--- config.mk ---
export PLATFORM = sky130hd
export DESIGN_NAME = dfcr_data_flag_unit
export DESIGN_NICKNAME = d
export VERILOG_FILES = /design/src/inc/dfcr_pkg.sv /design/src/logic/dfcr_fp_check.sv /design/src/logic/dfcr_field_sum.sv /design/src/logic/dfcr_data_flag_unit.sv
export SDC_FILE = /design/constraint.sdc
export NUM_CORES = 1
export LEC_CHECK = 0
export ABC_AREA = 0
export BUFFER_PORTS_ARGS = -buffer_cell sky130_fd_sc_hd__buf_2
export CORE_ASPECT_RATIO = 0.9
export CORE_UTILIZATION = 41
export DETAILED_ROUTE_END_ITERATION = 7
export PLACE_DENSITY_LB_ADDON = 0.25
export SETUP_SLACK_MARGIN = 0.4
export SLEW_MARGIN = 30
export SYNTH_ARGS = -nofsm -noshare
export SYNTH_HDL_FRONTEND = slang
export SYNTH_SLANG_ARGS = --single-unit
--- constraint.sdc ---
create_clock -name clk_sys_in -period 2.35 [get_ports clk_sys_in]
set_clock_uncertainty 0.15 [all_clocks]
set_input_delay 0.1175 -clock clk_sys_in [delete_from_list [all_inputs] [get_ports clk_sys_in]]
set_output_delay 0.1175 -clock clk_sys_in [all_outputs]
set_load 0.05 [all_outputs]
--- src/inc/dfcr_pkg.sv ---
// =====================================================================
// Data flag condition register constants and carriers
package dfcr_pkg;

    // =================================================================
    // Register layout
    localparam int DFCR_W      = 64;
    localparam int PROD_LO     = 3;
    localparam int MASK_LO     = 19;
    localparam int FLAG_LO     = 35;
    localparam int FIELD_N     = 13;
    localparam int SUMMARY_BIT = 51;
    localparam int ENABLE_BIT  = 52;
    localparam int FREE_LO     = 53;
    localparam int FREE_N      = 3;
    localparam int MON_LO      = 56;
    localparam int MON_N       = 2;
    localparam int SCALAR_BIT  = 58;

    // Positions inside the data flag field
    localparam int F_SOFT  = 0;
    localparam int F_TIMER = 1;
    localparam int F_COND  = 2;
    localparam int F_DEC   = 3;
    localparam int F_TRUNC = 4;
    localparam int F_OR_A  = 5;
    localparam int F_DIVF  = 6;
    localparam int F_EXPO  = 7;
    localparam int F_UNDER = 8;
    localparam int F_OR_B  = 9;
    localparam int F_INDEF = 11;

    // Reset value and bits that software may load or alter
    localparam logic [63:0] FBR_RESET  = 64'h0000_0000_0000_0000;
    localparam logic [63:0] WRITE_MASK = 64'h03F0_FFF8_FFF8_0000;

    // Exponent limits, signed, after normalization
    localparam int EXP_W = 18;
    localparam logic signed [EXP_W-1:0] EXP_MAX_64 = 18'sh06FFF;
    localparam logic signed [EXP_W-1:0] EXP_MIN_64 = 18'sh39000;
    localparam logic signed [EXP_W-1:0] EXP_MAX_32 = 18'sh0006F;
    localparam logic signed [EXP_W-1:0] EXP_MIN_32 = 18'sh3FF90;

    // =================================================================
    // Carriers
    typedef struct packed {
        logic start;
        logic nop;
        logic may_set_free;
        logic done;
    } dfcr_instr_t;

    typedef struct packed {
        logic              permit;
        logic              scalar;
        logic [FREE_N-1:0] free_set;
        logic              timer;
        logic              cond_not_met;
        logic              no_match;
        logic              count_over;
        logic              dec_fault;
        logic              trunc;
        logic              int_div_zero;
        logic              range_over;
    } dfcr_event_t;

    typedef struct packed {
        logic                    valid;
        logic                    is_divide;
        logic                    half;
        logic                    coef_zero;
        logic                    divisor_mzero;
        logic                    opnd_indef;
        logic                    adjust_over;
        logic signed [EXP_W-1:0] exponent;
    } dfcr_fp_t;

    typedef struct packed {
        logic               div_fault;
        logic               exp_over;
        logic               under;
        logic               indef;
    } dfcr_fp_flags_t;

    typedef struct packed {
        logic               load;
        logic [DFCR_W-1:0]  load_data;
        logic               mask_op;
        logic [FIELD_N-1:0] mask_data;
        logic               alter;
        logic [5:0]         alter_bit;
        logic               alter_val;
    } dfcr_write_t;

    typedef struct packed {
        logic [DFCR_W-1:0] fbr;
        logic              branch;
        logic [MON_N-1:0]  count_gate;
    } dfcr_state_t;

endpackage

--- src/logic/dfcr_fp_check.sv ---
`timescale 1ns/1ps
// =====================================================================
// Floating point result conditions
module dfcr_fp_check
    import dfcr_pkg::*;
(
    input  dfcr_fp_t       fp_in,
    output dfcr_fp_flags_t flags_out
);

    logic signed [EXP_W-1:0] hi;
    logic signed [EXP_W-1:0] lo;

    // Limits follow the operand width
    assign hi = fp_in.half ? EXP_MAX_32 : EXP_MAX_64;
    assign lo = fp_in.half ? EXP_MIN_32 : EXP_MIN_64;

    // Divide fault blocks overflow and underflow
    always_comb begin
        flags_out.div_fault = fp_in.valid && fp_in.is_divide
            && (fp_in.coef_zero || fp_in.divisor_mzero)
            && !fp_in.opnd_indef;
        flags_out.exp_over = fp_in.valid && !fp_in.opnd_indef
            && !flags_out.div_fault
            && ((fp_in.exponent > hi)
            || fp_in.adjust_over);
        flags_out.under = fp_in.valid && !flags_out.div_fault
            && !flags_out.exp_over
            && (fp_in.exponent < lo);
        flags_out.indef = flags_out.exp_over
            || flags_out.div_fault;
    end

endmodule

--- src/logic/dfcr_field_sum.sv ---
`timescale 1ns/1ps
// =====================================================================
// Summary bits, products and branch summary
module dfcr_field_sum
    import dfcr_pkg::*;
(
    input  logic [FIELD_N-1:0] flags_in,
    input  logic [FIELD_N-1:0] mask_in,
    output logic [FIELD_N-1:0] flags_out,
    output logic [FIELD_N-1:0] prod_out,
    output logic               summary_out
);

    // Grouped flags are plain ORs of their members
    always_comb begin
        flags_out = flags_in;
        flags_out[F_OR_A] = |flags_in[F_TRUNC:F_COND];
        flags_out[F_OR_B] = |flags_in[F_UNDER:F_DIVF];
    end

    // One product per flag
    for (genvar i = 0; i < FIELD_N; i++) begin : g_prod
        assign prod_out[i] = flags_out[i] & mask_in[i];
    end

    // Free flags never feed this summary
    assign summary_out = |prod_out;

endmodule

--- src/logic/dfcr_data_flag_unit.sv ---
`timescale 1ns/1ps
module dfcr_data_flag_unit
    import dfcr_pkg::*;
(
    input  logic              clk_sys_in,
    input  logic              reset_in,
    input  dfcr_instr_t       instr_in,
    input  dfcr_event_t       event_in,
    input  dfcr_fp_t          fp_in,
    input  dfcr_write_t       write_in,
    input  logic [MON_N-1:0]  count_cond_in,
    output logic [DFCR_W-1:0] flag_branch_register_out,
    output logic              branch_out,
    output logic [MON_N-1:0]  count_gate_out
);

    // =================================================================
    // Signals
    dfcr_state_t        st;
    dfcr_state_t        next_st;
    dfcr_fp_flags_t     fp_flags;
    logic [DFCR_W-1:0]  img;
    logic [FIELD_N-1:0] sets;
    logic [FIELD_N-1:0] field;
    logic [FIELD_N-1:0] prod;
    logic               summary;
    logic               free_clear;
    logic               fire;

    // =================================================================
    // Floating point result conditions
    dfcr_fp_check u_fp (
        .fp_in     (fp_in),
        .flags_out (fp_flags)
    );

    // Free flags clear at the start of a non-no-op instruction that may set them
    assign free_clear = instr_in.start && instr_in.may_set_free
        && !instr_in.nop;

    // =================================================================
    // Software writes applied to the held image
    always_comb begin
        img = st.fbr;
        if (write_in.load) begin
            img = write_in.load_data & WRITE_MASK;
            img[SCALAR_BIT] = 1'h0;
        end
        if (write_in.mask_op) begin
            img[MASK_LO +: FIELD_N] = write_in.mask_data;
            img[SCALAR_BIT] = 1'h0;
        end
        if (write_in.alter && WRITE_MASK[write_in.alter_bit]) begin
            img[write_in.alter_bit] = write_in.alter_val;
        end
        if (free_clear) begin
            img[FREE_LO +: FREE_N] = '0;
        end
    end

    // =================================================================
    // Hardware set requests, gated by the control vector
    always_comb begin
        sets = '0;
        sets[F_TIMER] = event_in.timer;
        sets[F_COND]  = event_in.cond_not_met
            || event_in.no_match
            || event_in.count_over;
        sets[F_DEC]   = event_in.dec_fault;
        // Both flags may set together on mixed faults
        sets[F_TRUNC] = event_in.trunc
            || event_in.int_div_zero
            || event_in.range_over;
        sets[F_DIVF]  = fp_flags.div_fault;
        sets[F_EXPO]  = fp_flags.exp_over;
        sets[F_UNDER] = fp_flags.under;
        sets[F_INDEF] = fp_flags.indef;
        if (!event_in.permit) begin
            sets = '0;
        end
    end

    // =================================================================
    // Grouped flags, products and summary
    dfcr_field_sum u_sum (
        .flags_in    (img[FLAG_LO +: FIELD_N] | sets),
        .mask_in     (img[MASK_LO +: FIELD_N]),
        .flags_out   (field),
        .prod_out    (prod),
        .summary_out (summary)
    );

    // Branch at instruction end when armed
    assign fire = instr_in.done && summary
        && img[ENABLE_BIT];

    // =================================================================
    // Next state
    always_comb begin
        next_st = st;
        next_st.fbr = img;
        // Sets win over any clear in the same cycle
        next_st.fbr[FLAG_LO +: FIELD_N] = field;
        next_st.fbr[PROD_LO +: FIELD_N] = prod;
        next_st.fbr[SUMMARY_BIT] = summary;
        if (event_in.permit) begin
            next_st.fbr[FREE_LO +: FREE_N] =
                img[FREE_LO +: FREE_N] | event_in.free_set;
        end
        if (event_in.scalar && (|sets)) begin
            next_st.fbr[SCALAR_BIT] = 1'h1;
        end
        next_st.branch = fire;
        if (fire) begin
            next_st.fbr[ENABLE_BIT] = 1'h0;
        end
        next_st.count_gate = img[MON_LO +: MON_N]
            & count_cond_in;
    end

    // =================================================================
    // State register
    always_ff @(posedge clk_sys_in) begin
        if (reset_in) begin
            st <= '{fbr: FBR_RESET, branch: 1'h0, count_gate: '0};
        end else begin
            st <= next_st;
        end
    end

    // Outputs straight from the state register
    assign flag_branch_register_out = st.fbr;
    assign branch_out = st.branch;
    assign count_gate_out = st.count_gate;

    logic [DFCR_W-1:0] r;
    logic              no_wr;
    assign r = flag_branch_register_out;
    assign no_wr = !write_in.load && !write_in.alter;
endmodule

Yosys cells after proc, flatten, opt, wreduce, memory -nomap -nowiden
Memory sizes are Yosys's and may differ from the RTL's.
Cells that the tools add are included.

storage, ports and cells
  bits in registers = 67
  memory bits (read-only) = 64
  bits of input ports = 133
  output and inout bits = 67
  word-level logic and storage cells = 71
  memories kept = 1

memories
  name              depth  bits a word  read ports  clocked after memory_dff  wr ports  RTL line                   source
  (name not given)  64     1            1           0                         0         dfcr_data_flag_unit.sv:53  if (write_in.alter && WRITE_MASK[write_in.alter_bit]) begin

operators by class
  order comparisons = 4
  mux-type cells = 14
  bitwise operators = 16
  reduce and logical (&&, ||, !) cells = 32

operator list
  cell                                                                          count
  64-bit two-way mux                                                            2
  64-bit bitwise mux                                                            1
  15-bit two-way mux                                                            2
  13-bit OR reduction                                                           2
  18-bit > comparator                                                           1
  18-bit less-than comparator                                                   1
  1-bit logical AND                                                             16
  1-bit AND                                                                     13
  13-bit two-way mux                                                            1
  13-bit bitwise OR                                                             1
  12-bit two-way mux                                                            1
  1-bit logical OR                                                              7
  6-bit by 7-bit less-than comparator with 1-bit output, second input constant  1
  1-bit demux with 6-bit select                                                 1
  6-bit by 1-bit >= comparator with 1-bit output, second input constant         1
  3-bit two-way mux                                                             2
  3-bit OR reduction                                                            2
  1-bit zero test                                                               4
  1-bit two-way mux                                                             4
  3-bit bitwise OR                                                              1
  2-bit AND                                                                     1
  2-bit OR reduction                                                            1

Longest topological paths before layout
  depth after elaboration = 17
  mapped depth = 10
  mapped depth without buffers = 9

Hierarchy
From an unflattened synthesis, not the netlist that was laid out.

second synthesis, totals
  cells, all modules = 449
  area total of the unflattened synthesis = 4011.3 sq um

modules (own cells, without submodules)
  module               instances  cells each  area an instance (sq um)  sequential area each (sq um)
  dfcr_data_flag_unit  1          359         3325.7                    1341.3
  dfcr_fp_check        1          59          459.2                     0.0
  dfcr_field_sum       1          31          226.5                     0.0

Worst setup path before layout
No wires, ideal clock.

  kind = input to register
  start point = input port fp_in[22] (netlist name)
  end point = register st, in the netlist flag_branch_register_out[52]
  setup time = 0.061 ns
  arrival = 2.160 ns
  data required time = 2.139 ns
  path slack = -0.021 ns
  stages on the path = 9
  buffers on the path = 0
  cells stage by stage = inv_1 > ha_1 > or4_1 > nor2_1 > nand4_1 > o211ai_1 > nand3_1 > a2111oi_4 > a32o_1

between the ends
  cells in the longest elaborated chain, start to end = 15
  elaborated cells between the ends (all ways) = 21
  those cells by class = order compare (2); mux (3); bitwise (5); reduce/logical (11)

RTL lines
  item                            RTL line                    source
  start, declared                 dfcr_data_flag_unit.sv:9    input dfcr_fp_t fp_in,
  15-bit two-way mux              dfcr_fp_check.sv:15         assign hi = fp_in.half ? EXP_MAX_32 : EXP_MAX_64;
  18-bit > comparator             dfcr_fp_check.sv:25         && ((fp_in.exponent > hi)
  1-bit logical OR                dfcr_fp_check.sv:26         || fp_in.adjust_over);
  1-bit logical AND               dfcr_fp_check.sv:25
  1-bit zero test                 dfcr_fp_check.sv:28         && !flags_out.exp_over
  1-bit logical AND               dfcr_fp_check.sv:28
  1-bit logical AND               dfcr_fp_check.sv:29         && (fp_in.exponent < lo);
  12-bit two-way mux *            dfcr_data_flag_unit.sv:78   if (!event_in.permit) begin
  13-bit bitwise OR *             dfcr_data_flag_unit.sv:86   .flags_in (img[FLAG_LO +: FIELD_N] | sets),
  3-bit OR reduction              dfcr_field_sum.sv:18        flags_out[F_OR_B] = |flags_in[F_UNDER:F_DIVF];
  1-bit AND                       dfcr_field_sum.sv:23        assign prod_out[i] = flags_out[i] & mask_in[i];
  13-bit OR reduction *           dfcr_field_sum.sv:27        assign summary_out = |prod_out;
  1-bit logical AND *             dfcr_data_flag_unit.sv:94   assign fire = instr_in.done && summary
  1-bit logical AND *             dfcr_data_flag_unit.sv:95   && img[ENABLE_BIT];
  2-bit OR reduction (no line) *  n/a
  end signal, assigned            dfcr_data_flag_unit.sv:125  st <= '{fbr: FBR_RESET, branch: 1'h0, count_gate: '0};
  end signal, assigned            dfcr_data_flag_unit.sv:127  st <= next_st;
  end, declared                   dfcr_data_flag_unit.sv:19   dfcr_state_t st;

Mark *: on every way between the ends. The rest lies on a longest branch, timed or not.
A chain may end at the register's enable or synchronous reset.

Worst setup path after layout
Ends and elaborated chain as after synthesis.

==> impl_results.md <==
- Run status: finished clean
- Via count: 3866
- Max-cap viol count: 0
- Detailed Routing Iterations Pass 1: 4
- Required time worst endpoint: 2.49 ns
- Fin cells: 764
- CTS Buf Count: 9
- Crit. End Element: register
- Syn Std Cell Area: 3690 µm²
- CP Class: in -> reg
- Wire per inst: 14.5 µm
- Share of cells above drive strength 1: 44.8%
- ANT cells: 0
- Largest net degree at the start of global routing: 26
- IO Port Bufs: 165
- Initial antenna violation count: 0
- Root Buffer: clkbuf_8
- Net Count, Synth: 569
- # setup viols final: 0
- Die Ht: 92.0 µm
- Commonest cells after routing, fill and taps aside: 164 x buf_2, 67 x dfxtp_1, 59 x buf_4
- CP Data Arrival Time: 2.42 ns
- Crit-path max FO: 7
- Flop pwr share: a little under 40%
- Post-synth cell types: 60
- Combinational Power Share: 28.1%
- Nets: 789
- # H-tree levels: 3
- Post-synthesis sequential area ratio: 36.4%
- Psw: 1.02 mW
- Clock-pin slew on the worst setup and hold paths: 0.08 ns
- Internal power: 2.11 mW
- P_leak: 2.66 nW
- Setup crit start kind: input pin
- Die area: approximately 9400 µm²
- Initial DRC Count: 154
- Synth warn: 0
- Slew HR: between 60% and 70%
- First-pass GRT wire length: 17200 µm
- TritonCTS clock tree: built
- Worst Tran Pin Value: about 0.52 ns
- Fillers: 767
- Post-Syn Instances: 420
- PD cells: 570 nW/µm²
- Asr flop ratio synth: 0%
- Cell Rows: 32
- Hold Path Class: in -> reg
- Routed WL: between 10000 and 15000 µm
- Clock tree sinks: between 60 and 70
- Commonest non-fill, non-tap cell in the layout: buf_2
- Grt total ovfl: 0
- DP HPWL: 8690 µm
- Routed vias/inst: 5.06
- Synth top area share: 36.4%
- Setup TNS: 0 ns
- Seq cells post-synth: 67
- Drt drc: 0
- Critical-path cell list: buf_8 -> clkinvlp_4 -> ha_4 -> or4_4 -> nor2_4 -> nand4_1 -> o211ai_1 -> nand3_1 -> a2111oi_4 -> a32o_1
- Fmax: 439 MHz
- Core Area: 8650 µm²
- CP max stage delay: 0.55 ns
- Synth-to-layout area growth: 48.9%
- I/O pin count: 200
- RSZ-0062 raised after global routing: yes
- Peak VDD IR: 451 µV
- Final Cycle Share: a little over nine tenths
- Die width: 102 µm
- Initial Util: 42.7%
- Post-route ant nets: 0
- Clk pwr share: 33.1%
- Mean Syn Cell Area: approximately 8.8 µm²
- GPL Wtd Cong: 0.881
- Main synth FF type: dfxtp_1
- Sw frac: 32.7%
- Final hold violation count: 0
- Slowest-stage cell, CP: or4_4
- Vias in the first global route: between 3000 and 4000
- Clk Latency, worst-skew pair: 0.35 ns
- Synth area leaders: dfxtp_1 36%, mux2i_1 8.4%, ha_1 5.4%, nor2_1 4.5%, and2_1 4.4%
- GRT Total Usage: 23.9%
- Cell total after placement: approximately 740
- EDFF count, synth: 0
- Synth area leader: dfxtp_1
- Clock buffer depth: 2
- Tmin final: 2.28 ns
- Final Max Slew Viols: 0
power by group through the flow:
stage / sequential, mW / clock (mW) / combinational, mW
2_1_floorplan: 1.44 / 0 / 0.309
3_3_place_gp: 1.24 / 0 / 0.798
3_5_place_dp: 1.24 / 0 / 0.810
4_1_cts: 1.21 / 1.05 / 0.853
5_1_grt: 1.22 / 1.10 / 0.947
6_report: 1.21 / 1.04 / 0.882
sequential cells by signal (all words and copies together) (netlist names):
signal / count
flag_branch_register_out: 64
count_gate_out: 2
branch_out: 1
routing by layer:
| metal | GRT usage, % | part of all wire [%] |
|---|---|---|
| met5 | 0 | 0 |
| met4 | 6.31 | 1.4 |
| met3 | 4.88 | 5.1 |
| met2 | 40.9 | 48 |
| met1 | 30.3 | 45 |
path summary, 6_finish.rpt:
| path | start | to | slack, ns | cells after the start |
|---|---|---|---|---|
| worst min register to register | flag_branch_register_out[58] | flag_branch_register_out[58] | 0.31 | 2 |
| worst max register to register | flag_branch_register_out[19] | flag_branch_register_out[52] | 0.08 | 8 |
| worst min-delay path | instr_in[2] | flag_branch_register_out[54] | 0.03 | 5 |
| worst max-delay path | fp_in[22] | flag_branch_register_out[52] | 0.07 | 10 |
synthesized netlist by cell type (all sizes together), types with 4 or more instances:
cell type   n
a211oi      5
a21oi      26
a31oi      11
and2       27
and3        4
and3b       5
buf        15
clkbuf     12
dfxtp      67
ha         16
inv         7
mux2       11
mux2i      32
nand2      31
nand3      13
nand4       7
nor2       44
nor2b       5
nor3       15
nor3b       4
o21ai      23
worst max-delay path, delay by kind of cell:
family | cells | cell delay [ns]
fa+ha+maj | 1 | 0.27
compound gates | 3 | 0.82
simple gates | 4 | 0.95
buf+inv | 2 | 0.25
logic make-up after synthesis:
group           count (synthesis)  share of synthesized area [%]
compound gates                 85                           15.4
fa+ha+maj                      16                           5.43
flops                          67                           36.4
simple gates                  175                           25.6
mux                            43                           12.4
buf+inv                        34                           4.88
cell type report:
| type | instances | area [µm²] | area share, % |
|---|---|---|---|
| clock buffer | 11 | 151 | 2.76 |
| clock inverter | 5 | 65.1 | 1.18 |
| inverter | 7 | 30.0 | 0.546 |
| timing repair buffer | 236 | 1410 | 25.7 |
| multi-input combinational | 319 | 2350 | 42.7 |
| sequential | 67 | 1340 | 24.4 |
| tap | 119 | 149 | 2.71 |
per-stage QoR:
stage | setup slack (ns) | cell area, µm² | hold slack [ns] | power, mW | utilization [%]
CTS | 0.0815 | 5390 | 0.0250 | 3.12 | 62.4
floorplan | 0.0284 | 3720 | 0.0837 | 1.75 | -
global placement | -0.255 | 4990 | 0.167 | 2.04 | 57.7
finish | 0.0737 | 5500 | 0.0278 | 3.13 | 63.5
global route | -0.0219 | 5500 | 0.0365 | 3.27 | 63.5
detailed placement | -0.360 | 4990 | 0.176 | 2.05 | 57.7
timing repair:
| action | CTS | global route |
|---|---|---|
| endpoints found under the setup margin | 10 | 12 |
| resized for setup | 16 | 21 |
| hold buffers | 8 | 0 |
| buffers inserted | 4 | 1 |
| hold endpoints to repair | 9 | 0 |
| pin swaps | 13 | 11 |
Power figures use the tool's default switching activity.
